$ cat src/sarcc_regs.svh
// register offsets, field positions, reset values and timing counts
`ifndef SARCC_REGS_SVH
`define SARCC_REGS_SVH

`define SARCC_OFS_REF_SENSOR   12'h000
`define SARCC_OFS_CTRL_CHAN    12'h004
`define SARCC_OFS_CTRL_CLKREF  12'h008
`define SARCC_OFS_TRIG_SEL     12'h00c
`define SARCC_OFS_RESULT_HIGH  12'h010
`define SARCC_OFS_RESULT_LOW   12'h014
`define SARCC_OFS_STATUS       12'h018

// converter_ctrl_channel fields
`define SARCC_CH_MODULE_ON     0
`define SARCC_CH_GO_DONE       1
`define SARCC_CH_SEL_LSB       2
// converter_ctrl_clock_ref fields
`define SARCC_CR_PREF_LSB      0
`define SARCC_CR_NREF          2
`define SARCC_CR_CLK_LSB       4
`define SARCC_CR_JUSTIFY       7
// reference_and_sensor_ctrl fields
`define SARCC_RS_ADC_GAIN_LSB  0
`define SARCC_RS_CMP_GAIN_LSB  2
`define SARCC_RS_TEMP_RANGE    4
`define SARCC_RS_TEMP_EN       5
`define SARCC_RS_REF_READY     6
`define SARCC_RS_REF_EN        7

`define SARCC_RST_BYTE         8'h00
`define SARCC_RESULT_BITS      10
// 11.5 bit periods are counted in half bit periods
`define SARCC_CONV_HALF_PERIODS 5'd23
// start delay whenever the internal rc clock is selected, in system clocks
`define SARCC_RC_START_DELAY   4'd4
// internal rc bit period approximation, in system clocks (half period minus one)
`define SARCC_RC_HALF_DIV      7'd63

`endif

$ cat src/sarcc_pkg.sv
// types shared by the converter control block
package sarcc_pkg;

  typedef enum logic [1:0] {
    SARCC_IDLE  = 2'b00,
    SARCC_DELAY = 2'b01,
    SARCC_CONV  = 2'b11
  } sarcc_state_t;

  typedef struct packed {
    logic [5:0] channel_select;
    logic [1:0] positive_ref_select;
    logic       negative_ref_pin;
    logic       temp_indicator_enable;
    logic       temp_range_select;
    logic       sample_hold;
  } sarcc_analog_t;

endpackage : sarcc_pkg

$ cat src/sarcc_ctrl.sv
// successive-approximation converter control with apb registers
//
// What this block does
// each result is a 10-bit successive-approximation value put into the result pair.
// all inputs share one multiplexer into a single sample-and-hold feeding the converter.
// a six-bit channel field picks the input connected to the sample-and-hold.
// software waits a settling delay after a channel change before starting a conversion.
// a two-bit field picks reference pin, supply, 2.048V or 4.096V fixed reference.
// one bit picks the negative reference as the reference pin or ground.
// a three-bit field picks system clock /2 to /64 or the internal rc clock.
// a full conversion lasts 11.5 bit periods of the chosen clock.
// divided options come straight from the system clock; the rc option does not; here it is a system clock /128 stand-in.
// software picks the rc clock for conversions during sleep.
// a finished conversion can raise an interrupt that also wakes from sleep.
// software waits a settling time after selecting the temperature indicator.
// software disables the pin driver and sets analog select before converting a pin.
// module_on enables; go/done starts, not in the same write that sets module_on.
// at completion go/done clears, the done flag sets and the result pair loads.
// clearing go/done early stores a partial result, unresolved bits copy the last bit.
// temp range select picks high range at 1, low at 0; a separate bit enables it.
//
// Our own choices: the register addresses and the APB register port.
`timescale 1ns/1ps
`default_nettype none
`include "sarcc_regs.svh"

module sarcc_ctrl
  import sarcc_pkg::*;
(
  // clock and reset
  input  wire logic        clock,
  input  wire logic        reset_n,
  // apb slave
  input  wire logic        psel,
  input  wire logic        penable,
  input  wire logic        pwrite,
  input  wire logic [11:0] paddr,
  input  wire logic [31:0] pwdata,
  output logic             pready,
  output logic [31:0]      prdata,
  output logic             pslverr,
  // converter core
  input  wire logic        comp_out,
  input  wire logic        device_sleep,
  output sarcc_analog_t    analog_r,
  output logic [9:0]       dac_trial_r,
  output logic             conv_done_flag_r,
  output logic             wake_r
);

  ////////////////////////////////////////////////////////////////////////////
  // registers
  logic [7:0]   ref_sensor_r;
  logic [7:0]   ctrl_chan_r;
  logic [7:0]   ctrl_clkref_r;
  logic [7:0]   trig_sel_r;
  logic [7:0]   result_high_r;
  logic [7:0]   result_low_r;
  logic         irq_enable_r;
  logic         comp_meta_r;
  logic         comp_sync_r;
  logic         sleep_meta_r;
  logic         sleep_sync_r;
  sarcc_state_t state_r;
  logic [4:0]   half_cnt_r;
  logic [3:0]   bit_idx_r;
  logic [9:0]   sar_r;
  logic [3:0]   delay_r;

  logic         wr_en;
  logic         rd_en;
  logic         half_tick;
  logic         go_set;
  logic         go_clear_sw;
  logic         conv_end;
  logic         rc_mode;
  logic         module_on;
  logic [9:0]   final_val;
  logic [9:0]   partial_val;

  assign wr_en     = psel && penable && pwrite;
  assign rd_en     = psel && penable && !pwrite;
  assign module_on = ctrl_chan_r[`SARCC_CH_MODULE_ON];
  assign rc_mode   = (ctrl_clkref_r[`SARCC_CR_CLK_LSB +: 2] == 2'b11);
  assign go_set    = wr_en && (paddr == `SARCC_OFS_CTRL_CHAN)
                     && pwdata[`SARCC_CH_GO_DONE] && module_on;
  assign go_clear_sw = wr_en && (paddr == `SARCC_OFS_CTRL_CHAN)
                     && !pwdata[`SARCC_CH_GO_DONE];
  // last resolved half tick of the 23
  assign conv_end  = (state_r == SARCC_CONV) && half_tick
                     && (half_cnt_r == `SARCC_CONV_HALF_PERIODS - 5'd1);

  ////////////////////////////////////////////////////////////////////////////
  // pin synchronisers
  always_ff @(posedge clock) begin
    if (!reset_n) begin
      comp_meta_r  <= 1'b0;
      comp_sync_r  <= 1'b0;
      sleep_meta_r <= 1'b0;
      sleep_sync_r <= 1'b0;
    end else begin
      comp_meta_r  <= comp_out;
      comp_sync_r  <= comp_meta_r;
      sleep_meta_r <= device_sleep;
      sleep_sync_r <= sleep_meta_r;
    end
  end

  ////////////////////////////////////////////////////////////////////////////
  // half bit period tick
  sarcc_clkdiv u_clkdiv (
    .clock             (clock),
    .reset_n           (reset_n),
    .run               (state_r == SARCC_CONV),
    .conv_clock_select (ctrl_clkref_r[`SARCC_CR_CLK_LSB +: 3]),
    .half_tick         (half_tick)
  );

  ////////////////////////////////////////////////////////////////////////////
  // configuration registers
  always_ff @(posedge clock) begin
    if (!reset_n) begin
      ref_sensor_r  <= `SARCC_RST_BYTE;
      ctrl_clkref_r <= `SARCC_RST_BYTE;
      trig_sel_r    <= `SARCC_RST_BYTE;
      irq_enable_r  <= 1'b0;
    end else if (wr_en) begin
      case (paddr)
        `SARCC_OFS_REF_SENSOR:  ref_sensor_r  <= {pwdata[7], 1'b0, pwdata[5:0]};
        `SARCC_OFS_CTRL_CLKREF: ctrl_clkref_r <= {pwdata[7:4], 1'b0, pwdata[2:0]};
        `SARCC_OFS_TRIG_SEL:    trig_sel_r    <= {4'h0, pwdata[3:0]};
        `SARCC_OFS_STATUS:      irq_enable_r  <= pwdata[1];
        default: ;
      endcase
    end
  end

  // channel / module_on / go_done
  always_ff @(posedge clock) begin
    if (!reset_n) begin
      ctrl_chan_r <= `SARCC_RST_BYTE;
    end else begin
      if (wr_en && (paddr == `SARCC_OFS_CTRL_CHAN)) begin
        ctrl_chan_r[7:2] <= pwdata[7:2];
        ctrl_chan_r[`SARCC_CH_MODULE_ON] <= pwdata[`SARCC_CH_MODULE_ON];
        ctrl_chan_r[`SARCC_CH_GO_DONE]   <= go_set;
      end
      if (conv_end || !module_on) begin
        ctrl_chan_r[`SARCC_CH_GO_DONE] <= 1'b0;
      end
    end
  end

  ////////////////////////////////////////////////////////////////////////////
  // conversion sequencer
  always_ff @(posedge clock) begin
    if (!reset_n) begin
      state_r    <= SARCC_IDLE;
      half_cnt_r <= 5'd0;
      bit_idx_r  <= 4'd9;
      sar_r      <= 10'h000;
      delay_r    <= 4'd0;
    end else begin
      case (state_r)
        SARCC_IDLE: begin
          half_cnt_r <= 5'd0;
          bit_idx_r  <= 4'd9;
          sar_r      <= 10'h000;
          delay_r    <= `SARCC_RC_START_DELAY;
          if (go_set) begin
            state_r <= rc_mode ? SARCC_DELAY : SARCC_CONV;
          end
        end
        SARCC_DELAY: begin
          delay_r <= delay_r - 4'd1;
          if (go_clear_sw || !module_on) begin
            state_r <= SARCC_IDLE;
          end else if (delay_r == 4'd1) begin
            state_r <= SARCC_CONV;
          end
        end
        SARCC_CONV: begin
          if (go_clear_sw || !module_on || (sleep_sync_r && !rc_mode)) begin
            state_r <= SARCC_IDLE;
          end else if (half_tick) begin
            half_cnt_r <= half_cnt_r + 5'd1;
            // odd half ticks after sampling resolve one bit each
            if (half_cnt_r[0] && half_cnt_r >= 5'd3 && half_cnt_r <= 5'd21) begin
              sar_r[bit_idx_r] <= comp_sync_r;
              if (bit_idx_r != 4'd0) begin
                bit_idx_r <= bit_idx_r - 4'd1;
              end
            end
            if (conv_end) begin
              state_r <= SARCC_IDLE;
            end
          end
        end
        default: state_r <= SARCC_IDLE;
      endcase
    end
  end

  // unresolved bits repeat the last resolved bit
  genvar gi;
  generate
    for (gi = 0; gi < `SARCC_RESULT_BITS; gi = gi + 1) begin : g_part
      assign partial_val[gi] = (gi >= bit_idx_r + 1 || bit_idx_r == 4'd9)
                               ? sar_r[gi]
                               : sar_r[bit_idx_r + 1];
    end
  endgenerate

  // final bit resolves on the conversion end tick
  always_comb begin
    final_val    = sar_r;
    final_val[0] = comp_sync_r;
  end

  ////////////////////////////////////////////////////////////////////////////
  // result pair and done flag
  always_ff @(posedge clock) begin
    if (!reset_n) begin
      result_high_r <= `SARCC_RST_BYTE;
      result_low_r  <= `SARCC_RST_BYTE;
    end else if (conv_end) begin
      if (ctrl_clkref_r[`SARCC_CR_JUSTIFY]) begin
        result_high_r <= {6'h00, final_val[9:8]};
        result_low_r  <= final_val[7:0];
      end else begin
        result_high_r <= final_val[9:2];
        result_low_r  <= {final_val[1:0], 6'h00};
      end
    end else if (state_r == SARCC_CONV && go_clear_sw) begin
      if (ctrl_clkref_r[`SARCC_CR_JUSTIFY]) begin
        result_high_r <= {6'h00, partial_val[9:8]};
        result_low_r  <= partial_val[7:0];
      end else begin
        result_high_r <= partial_val[9:2];
        result_low_r  <= {partial_val[1:0], 6'h00};
      end
    end else if (wr_en && paddr == `SARCC_OFS_RESULT_HIGH) begin
      result_high_r <= pwdata[7:0];
    end else if (wr_en && paddr == `SARCC_OFS_RESULT_LOW) begin
      result_low_r <= pwdata[7:0];
    end
  end

  // set wins over a same-cycle clear (write 1 to bit 0 clears)
  always_ff @(posedge clock) begin
    if (!reset_n) begin
      conv_done_flag_r <= 1'b0;
      wake_r           <= 1'b0;
    end else begin
      if (conv_end) begin
        conv_done_flag_r <= 1'b1;
      end else if (wr_en && paddr == `SARCC_OFS_STATUS && pwdata[0]) begin
        conv_done_flag_r <= 1'b0;
      end
      wake_r <= (conv_end || conv_done_flag_r) && irq_enable_r;
    end
  end

  ////////////////////////////////////////////////////////////////////////////
  // analog controls
  always_ff @(posedge clock) begin
    if (!reset_n) begin
      analog_r    <= '0;
      dac_trial_r <= 10'h000;
    end else begin
      analog_r.channel_select        <= ctrl_chan_r[7:2];
      analog_r.positive_ref_select   <= ctrl_clkref_r[`SARCC_CR_PREF_LSB +: 2];
      analog_r.negative_ref_pin      <= ctrl_clkref_r[`SARCC_CR_NREF];
      analog_r.temp_indicator_enable <= ref_sensor_r[`SARCC_RS_TEMP_EN];
      analog_r.temp_range_select     <= ref_sensor_r[`SARCC_RS_TEMP_RANGE];
      analog_r.sample_hold           <= module_on && (state_r != SARCC_CONV
                                        || half_cnt_r < 5'd3);
      dac_trial_r <= (state_r == SARCC_CONV) ? (sar_r | (10'h001 << bit_idx_r)) : 10'h000;
    end
  end

  ////////////////////////////////////////////////////////////////////////////
  // apb read path, one wait-free access
  always_ff @(posedge clock) begin
    if (!reset_n) begin
      pready  <= 1'b0;
      prdata  <= 32'h0000_0000;
      pslverr <= 1'b0;
    end else begin
      pready  <= psel && !penable;
      pslverr <= psel && !penable && (paddr > `SARCC_OFS_STATUS || paddr[1:0] != 2'b00);
      prdata  <= 32'h0000_0000;
      if (psel && !penable && !pwrite) begin
        case (paddr)
          `SARCC_OFS_REF_SENSOR:  prdata <= {24'h0, ref_sensor_r | 8'h40};
          `SARCC_OFS_CTRL_CHAN:   prdata <= {24'h0, ctrl_chan_r};
          `SARCC_OFS_CTRL_CLKREF: prdata <= {24'h0, ctrl_clkref_r};
          `SARCC_OFS_TRIG_SEL:    prdata <= {24'h0, trig_sel_r};
          `SARCC_OFS_RESULT_HIGH: prdata <= {24'h0, result_high_r};
          `SARCC_OFS_RESULT_LOW:  prdata <= {24'h0, result_low_r};
          `SARCC_OFS_STATUS:      prdata <= {28'h0, state_r != SARCC_IDLE,
                                             sleep_sync_r, irq_enable_r,
                                             conv_done_flag_r};
          default:                prdata <= 32'h0000_0000;
        endcase
      end
    end
  end

endmodule : sarcc_ctrl
`default_nettype wire

$ cat src/sarcc_clkdiv.sv
// conversion clock half-period tick generator
`timescale 1ns/1ps
`default_nettype none
`include "sarcc_regs.svh"

module sarcc_clkdiv
  import sarcc_pkg::*;
(
  // clock and reset
  input  wire logic       clock,
  input  wire logic       reset_n,
  // control
  input  wire logic       run,
  input  wire logic [2:0] conv_clock_select,
  // half bit period tick
  output logic            half_tick
);

  logic [6:0] cnt_r;
  logic [6:0] limit;

  // divided options follow the system clock; x11 is the rc stand-in
  always_comb begin
    case (conv_clock_select)
      3'b000:  limit = 7'h00;
      3'b100:  limit = 7'h01;
      3'b001:  limit = 7'h03;
      3'b101:  limit = 7'h07;
      3'b010:  limit = 7'h0f;
      3'b110:  limit = 7'h1f;
      default: limit = `SARCC_RC_HALF_DIV;
    endcase
  end

  always_ff @(posedge clock) begin
    if (!reset_n || !run) begin
      cnt_r     <= 7'h00;
      half_tick <= 1'b0;
    end else if (cnt_r >= limit) begin
      cnt_r     <= 7'h00;
      half_tick <= 1'b1;
    end else begin
      cnt_r     <= cnt_r + 7'h01;
      half_tick <= 1'b0;
    end
  end

endmodule : sarcc_clkdiv
`default_nettype wire

$ cat config.mk
export PLATFORM = sky130hd
export DESIGN_NAME = sarcc_ctrl
export DESIGN_NICKNAME = d
export VERILOG_FILES = /design/src/sarcc_pkg.sv /design/src/sarcc_ctrl.sv /design/src/sarcc_clkdiv.sv
export VERILOG_INCLUDE_DIRS = /design/src
export SDC_FILE = /design/constraint.sdc
export NUM_CORES = 1
export LEC_CHECK = 0
export BUFFER_PORTS_ARGS = -buffer_cell sky130_fd_sc_hd__buf_2
export CAP_MARGIN = 0
export CORE_ASPECT_RATIO = 1.4
export CORE_MARGIN = 2
export CORE_UTILIZATION = 50
export DETAILED_ROUTE_END_ITERATION = 16
export PLACE_DENSITY = 0.77
export SLEW_MARGIN = 20
export SYNTH_ARGS = -nofsm -noshare
export SYNTH_HDL_FRONTEND = slang
export SYNTH_HIERARCHICAL = 1
export SYNTH_SLANG_ARGS = --single-unit
$ cat constraint.sdc
create_clock -name clock -period 3.5 [get_ports clock]
set_clock_uncertainty 0.2 [all_clocks]
set_input_delay 0.35 -clock clock [delete_from_list [all_inputs] [get_ports clock]]
set_output_delay 0.35 -clock clock [all_outputs]
set_load 0.02 [all_outputs]
==> flow_summary.toml, run 1 <==
[worst_setup_path]
worst_setup_path_end_kind = "flip-flop"
setup.worst_path.start = "bit_idx_r[1]"
crit_arrival_ps = 3200
critPathCapture = "result_low_r[4]"
reg2reg_from = "bit_idx_r[1]"
path_class = "flip-flop to flip-flop"
cp.required_ps = 3640
rr_worst_depth = 7
startpoint_type = "flip-flop"
worst-path-max-fanout = 12
timing.rr.end = "result_low_r[4]"
r2r_setup_slack_ps = 440

[yosys]
netlist_area_sq_mm = 0.00611
synth_flop_cell = "dfxtp_1"
synthCells = 743
synth_seq_cells = 114
synth-edff-count = 0
ys_warn_count = 6
synth-seq-area-share_pct = 37.3
synthArstFlopShare_pct = 0
synth.distinct_cells = 65
avgSynthCellArea_sq_um = 8.22

[sta]
rsz0062_at_grt = "no"
tns_ps = 0
fmaxAchievable_ghz = 0.327
finalMaxSlewViolations = 0
whs_ps = 63.9
max_slew_margin_pct = 49.4
period_share_pct = 87.4
hold_viol_final = 0
finalWorstSetupSlack_ps = 442
finalCriticalPeriod_ps = 3060
report.final.setup_viol = 0
tightest_slew_ps = 753

[final_layout]
drive_above_1_share_pct = 15.4
nets = 870
area_growth_pct = 16.4
final_area_sq_mm = 0.00711
fin_util_pct = 59.9
antenna-diode-count = 0

[floorplan]
coreArea_sq_mm = 0.0119
dieArea_sq_mm = 0.0131
start_util_pct = 51.4
die_x_microns = 97.4
core.rowCount = 47
fp.dieH_microns = 135
io_pins = 109

[detailed_routing]
vias = 5795
drtIter0Drc = 486
drc = 0
wirelength_microns = 17400
wl_met1_microns = 6600
first_pass_iters = 6
dr_wl_met2_microns = 8620
routed_via_density = 6.05
wl_per_cell_microns = 18.2
wl_met3_microns = 1080
dr.max_layer_used = "met4"
ant_nets = 0

[hold_path]
hold_class = "primary input to flip-flop"

[placed_design]
dpl-instance-area_sq_mm = 0.00646
place_ws_ps = 507
gp_congestion = 0.947
numPortBuffers = 60
hpwl_microns = 12700

[global_route]
grt-ovfl-total = 0
grt_max_degree = 34
track_usage_pct = 26.9
first_global_vias = 5569
antenna_found_initial = 0
grt_pass1_wl_microns = 28300

[power_and_ir_drop]
internal-power_mw = 2.54
power_frac_comb_pct = 3.2
switching_share_pct = 21.3
powerDensity_mw_per_mm2 = 455
p_clk_share_pct = 56.4
leakage_nw = 2.80
peakVddDrop_mv = 0.299
p_sw_mw = 0.690
power_frac_seq_pct = 40.4

[cts]
clockRootBuffer = "clkbuf_16"
clock-sinks = 114
cts_tree = "done"
cts_buffers = 17
htree_levels = 4
cts_buffer_depth = 2
clock_latency_ps = 410
cts_setup_buffers = 0
clkTransAtPathRegs_ps = 60

[run]
drv_cap = 0

[status]
status = "finished, final reports clean"
[critical path, stage by stage (launching register included)]
cell and delay, ps:
dfxtp_1 490, inv_1 150, ha_1 400, mux4_2 540, mux2_4 340, mux2_2 290, or4_1 400, a31oi_1 160
[how the worst min path moves through the flow]
stage,start,endpoint,slack (ps),cells after the start
6_report,psel,pready,60,3
5_1_grt,pwdata[7],ctrl_chan_r[7],90,3
4_1_cts,psel,pready,60,3
3_5_place_dp,comp_meta_r,comp_sync_r,240,1
3_3_place_gp,comp_meta_r,comp_sync_r,220,1
2_1_floorplan,comp_meta_r,comp_sync_r,210,1
[per-stage QoR]
step,cells,power (mW)
global placement,924,1.43
floorplan,766,1.41
finish,958,3.23
CTS,958,3.25
detailed placement,924,1.43
global route,958,3.32
[cell type report]
cell class	count	area [sq um]
Timing Repair Buffer	80	455
Multi-Input combinational cell	563	3480
Sequential cell	114	2280
Inverter	22	82.6
Fill cell	1053	4770
Clock inverter	12	183
Tap cell	147	184
Clock buffer	20	447
[synth_stat cells, types with 5 or more instances]
master | number | area share, %
o311ai_0 | 8 | 1.1
buf_2 | 5 | 0.41
clkbuf_1 | 36 | 2.2
o211ai_1 | 9 | 1.1
a211oi_1 | 8 | 0.98
nor2_1 | 47 | 2.9
xor2_1 | 8 | 1.1
xnor2_1 | 5 | 0.72
a31oi_1 | 19 | 1.9
dfxtp_1 | 114 | 37
o21a_1 | 8 | 0.98
inv_1 | 21 | 1.3
nand3_1 | 42 | 3.4
or4_1 | 6 | 0.74
o21ai_0 | 27 | 2.2
a21oi_1 | 42 | 3.4
and2_1 | 18 | 1.8
a21boi_0 | 20 | 2.5
ha_1 | 21 | 4.3
nor2b_1 | 19 | 1.9
nor3_1 | 21 | 1.7
and3_1 | 13 | 1.3
a21o_1 | 6 | 0.74
nand4_1 | 10 | 1.0
nand2_1 | 92 | 5.7
buf_4 | 24 | 2.9
mux2i_1 | 19 | 3.1
[state kept, by name, summed over array words and instances, names as in the netlist, 7 cells and up]
register and cells:
dac_trial_r 10, prdata 8, u_clkdiv/cnt_r 7, result_low_r 8
analog_r 12, ctrl_chan_r 8, ctrl_clkref_r 7, sar_r 10
result_high_r 8, ref_sensor_r 7
[routing by layer]
| layer | track usage, % | up-vias |
|---|---|---|
| met5 | 0 | - |
| met4 | 16.4 | 0 |
| met1 | 29.6 | 2697 |
| li1 | - | 2726 |
| met3 | 5.95 | 85 |
| met2 | 47.3 | 287 |
[cell families (layout without fill, tap and decap cells)]
group,after synthesis,count (layout),share of synthesized area (%)
simple gates,302,302,25.2
compound gates,178,178,19.6
flops,114,114,37.3
buf+inv,89,134,7.17
mux,25,25,4.52
fa+ha+maj,21,21,4.30
xor+xnor,13,13,1.86
other cells,1,24,0.0614
[power by group through the flow]
stage                     Clock (mW)  Combinational [mW]  Sequential [mW]
after floorplan                    0              0.0809             1.33
after global placement             0              0.0988             1.33
after detailed placement           0               0.101             1.33
after CTS                       1.85               0.103             1.30
after global routing            1.90               0.112             1.30
final                           1.82               0.105             1.30
[what timing repair did]
item,4_1_cts,5_1_grt
endpoints found under the hold margin,2,0
gates resized for setup,0,0
hold buffers,2,0
[cell usage in the layout (no fill, tap or decap), types with 4 or more instances in the layout]
| cell type | count |
|---|---|
| nor3_1 | 21 |
| a211oi_1 | 8 |
| and4_1 | 4 |
| o21ai_0 | 27 |
| and2_1 | 18 |
| a21boi_0 | 20 |
| a221oi_1 | 4 |
| ha_1 | 21 |
| nand4_1 | 10 |
| xnor2_1 | 5 |
| nand3_1 | 42 |
| xor2_1 | 8 |
| conb_1 | 24 |
| bufinv_16 | 4 |
| nor2_1 | 47 |
| a21o_1 | 6 |
| o311ai_0 | 8 |
| and3_1 | 13 |
| buf_4 | 18 |
| a21oi_1 | 42 |
| clkbuf_16 | 17 |
| nand2_1 | 92 |
| a31oi_1 | 19 |
| nor2b_1 | 19 |
| or4_1 | 6 |
| dfxtp_1 | 114 |
| buf_2 | 60 |
| clkinv_4 | 4 |
| nand2b_1 | 4 |
| inv_1 | 21 |
| nor4_1 | 4 |
| o211a_1 | 4 |
| mux2i_1 | 19 |
| o211ai_1 | 9 |
| o21a_1 | 8 |
Note: power is estimated with default switching activity, not from simulation.
==> run 2: changes to the inputs <==
--- a/config.mk
+++ b/config.mk
@@ -6,10 +6,11 @@
 export SDC_FILE = /design/constraint.sdc
 export NUM_CORES = 1
 export LEC_CHECK = 0
+export ABC_AREA = 1
 export BUFFER_PORTS_ARGS = -buffer_cell sky130_fd_sc_hd__buf_2
 export CAP_MARGIN = 0
 export CORE_ASPECT_RATIO = 1.4
-export CORE_MARGIN = 2
+export CORE_MARGIN = 3
 export CORE_UTILIZATION = 50
 export DETAILED_ROUTE_END_ITERATION = 16
 export PLACE_DENSITY = 0.77
==> flow_summary.toml, run 2 <==
[status]
status = "complete, but fails checks"
violations = "negative hold slack"

[worst_setup_path]
critical-path-max-stage-delay_ps = 610
worst_setup_path_end_kind = "flip-flop"
cpMaxStageDelayCell = "dfxtp_1"
startpoint_type = "flip-flop"
cp.required_ps = 3650
path_buf_inv = 1
cp_cell_sequence = "ha_1 -> ha_1 -> inv_1 -> nor2_1 -> o21ai_0 -> a21oi_1 -> nand2_1 -> nand3_1 -> nand3_1 -> nand3_1 -> nand2_1 -> a21oi_2"
worst-path-max-fanout = 13
critPathTopFamily = "simple AND/OR/NAND/NOR gates"
path_class = "flip-flop to flip-flop"
cpMostUsedCell = "nand3_1"
crit_arrival_ps = 2910

[global_route]
grt_max_degree = 53
grt-ovfl-total = 0
first_global_vias = 5456
grt_pass1_wl_microns = 26000
antenna_found_initial = 0
track_usage_pct = 23.8

[floorplan]
die_x_microns = 99.9
core.rowCount = 47
start_util_pct = 51.7
io_pins = 109
coreArea_sq_mm = 0.0119
fp.dieH_microns = 137
dieArea_sq_mm = 0.0137

[sta]
whs_ps = -2.44
tns_ps = 0
finalMaxSlewViolations = 0
finalCriticalPeriod_ps = 2760
period_share_pct = 78.8
report.final.setup_viol = 0
hold_viol_final = 1
tightest_slew_ps = 934
fmaxAchievable_ghz = 0.362
finalWorstSetupSlack_ps = 741
rsz0062_at_grt = "no"
max_slew_margin_pct = 37.7

[final_layout]
nets = 997
area_growth_pct = 14.9
drive_above_1_share_pct = 14.3
final_common_cell = "nand2_1"
largest_registers = "analog_r x12, dac_trial_r x10, sar_r x10"
largest_reg_flops = 12
top_register = "analog_r"
fin_util_pct = 59.4
antenna-diode-count = 0
final_cell_mix = "nand2_1, inv_1, dfxtp_1, nor2_1, nand3_1"

[yosys]
netlist_area_sq_mm = 0.00617
synth.distinct_cells = 44
synth-seq-area-share_pct = 37.0
synth_area_leaders = "dfxtp_1, nand2_1, inv_1"
synth_top_area_share_pct = 37.0
synth_top_area_cell = "dfxtp_1"
synth_flop_cell = "dfxtp_1"
synth_seq_cells = 114
synthCells = 865
ys_warn_count = 6
synth.most_common_cell = "nand2_1"
synth-edff-count = 0
synth_common_cells = "nand2_1, inv_1, dfxtp_1"
synthArstFlopShare_pct = 0
avgSynthCellArea_sq_um = 7.14

[power_and_ir_drop]
leakage_nw = 3.28
powerDensity_mw_per_mm2 = 489
peakVddDrop_mv = 0.307

[detailed_routing]
wl_per_cell_microns = 14.7
vias = 5799
drc = 0
first_pass_iters = 9
wirelength_microns = 15900
drtIter0Drc = 407
routed_via_density = 5.34
ant_nets = 0

[cts]
clockRootBuffer = "clkbuf_16"
clkTransAtPathRegs_ps = 50
cts_buffers = 17
postCtsHoldBufs = 3
cts_buffer_depth = 2
clock-sinks = 114
cts_setup_buffers = 0
htree_levels = 4
clock_latency_ps = 420
cts_tree = "done"
postCtsResizedCells = 0

[placed_design]
gp_congestion = 0.976
hpwl_microns = 11300
place_ws_ps = 822
numPortBuffers = 60

[run]
drv_cap = 0

[hold_path]
hold_class = "primary input to flip-flop"
## run 2: changes by cell type after synthesis, moves of 19 or more
cell | previous run | this run
nor2_1 | 47 | 94
inv_1 | 21 | 115
a21boi_0 | 20 | 0
nand2_1 | 92 | 158
nand3_1 | 42 | 74
a21oi_1 | 42 | 69
nor2b_1 | 19 | 0
clkbuf_1 | 36 | 10
mux2i_1 | 19 | 0
## run 2: worst paths after layout
kind | cells past startpoint | from | end | slack [ps]
max | 12 | bit_idx_r[0] | result_low_r[7] | 740
min | 3 | psel | pready | -2
max reg2reg | 12 | bit_idx_r[0] | result_low_r[7] | 740
min reg2reg | 2 | sleep_meta_r | sleep_sync_r | 210
## run 2: power breakdown
part	leakage, nW	switching, mW	internal [mW]
logic	2.07	0.216	0.0884
clock network	0.295	0.629	1.21
registers	0.920	0.0163	1.31
## run 2: cell families after synthesis
logic type      synth area share (%)
compound gates                  15.2
xor+xnor                       0.993
fa+ha+maj                       4.26
buf+inv                         12.6
flops                           37.0
other cells                   0.0607
simple gates                    29.9
## run 2: area by class of cell
cell class | count | area, sq um
Timing Repair Buffer | 66 | 353
Multi-Input combinational cell | 606 | 3200
Inverter | 120 | 453
Fill cell | 1127 | 4840
Sequential cell | 114 | 2280
Clock inverter | 13 | 183
Clock buffer | 19 | 443
Tap cell | 147 | 184
## run 2: worst reg2reg max path, delay by kind of cell, from the launching register on
kind                     cells  cell delay [ps]
AND/OR/NAND/NOR              6              870
buffers and inverters        1              100
adder cells (fa/ha/maj)      2              580
flip-flops                   1              610
AO/OA/AOI/OAI                3              350
## run 2: metal layers
layer | routed length, microns | track usage, % | vias to the layer above
met1 | 6370 | 26.4 | 2656
met2 | 8180 | 43.3 | 200
li1 | - | - | 2898
met3 | 774 | 4.26 | 45
met5 | 0 | 0 | -
met4 | 574 | 11.8 | 0
## run 2: per-stage QoR
| step | area (sq um) | power, mW | std cells |
|---|---|---|---|
| CTS | 7100 | 3.47 | 1085 |
| detailed placement | 6440 | 1.65 | 1050 |
| finish | 7100 | 3.47 | 1085 |
| floorplan | 6260 | 1.60 | 888 |
| global placement | 6440 | 1.64 | 1050 |
| global route | 7100 | 3.59 | 1085 |
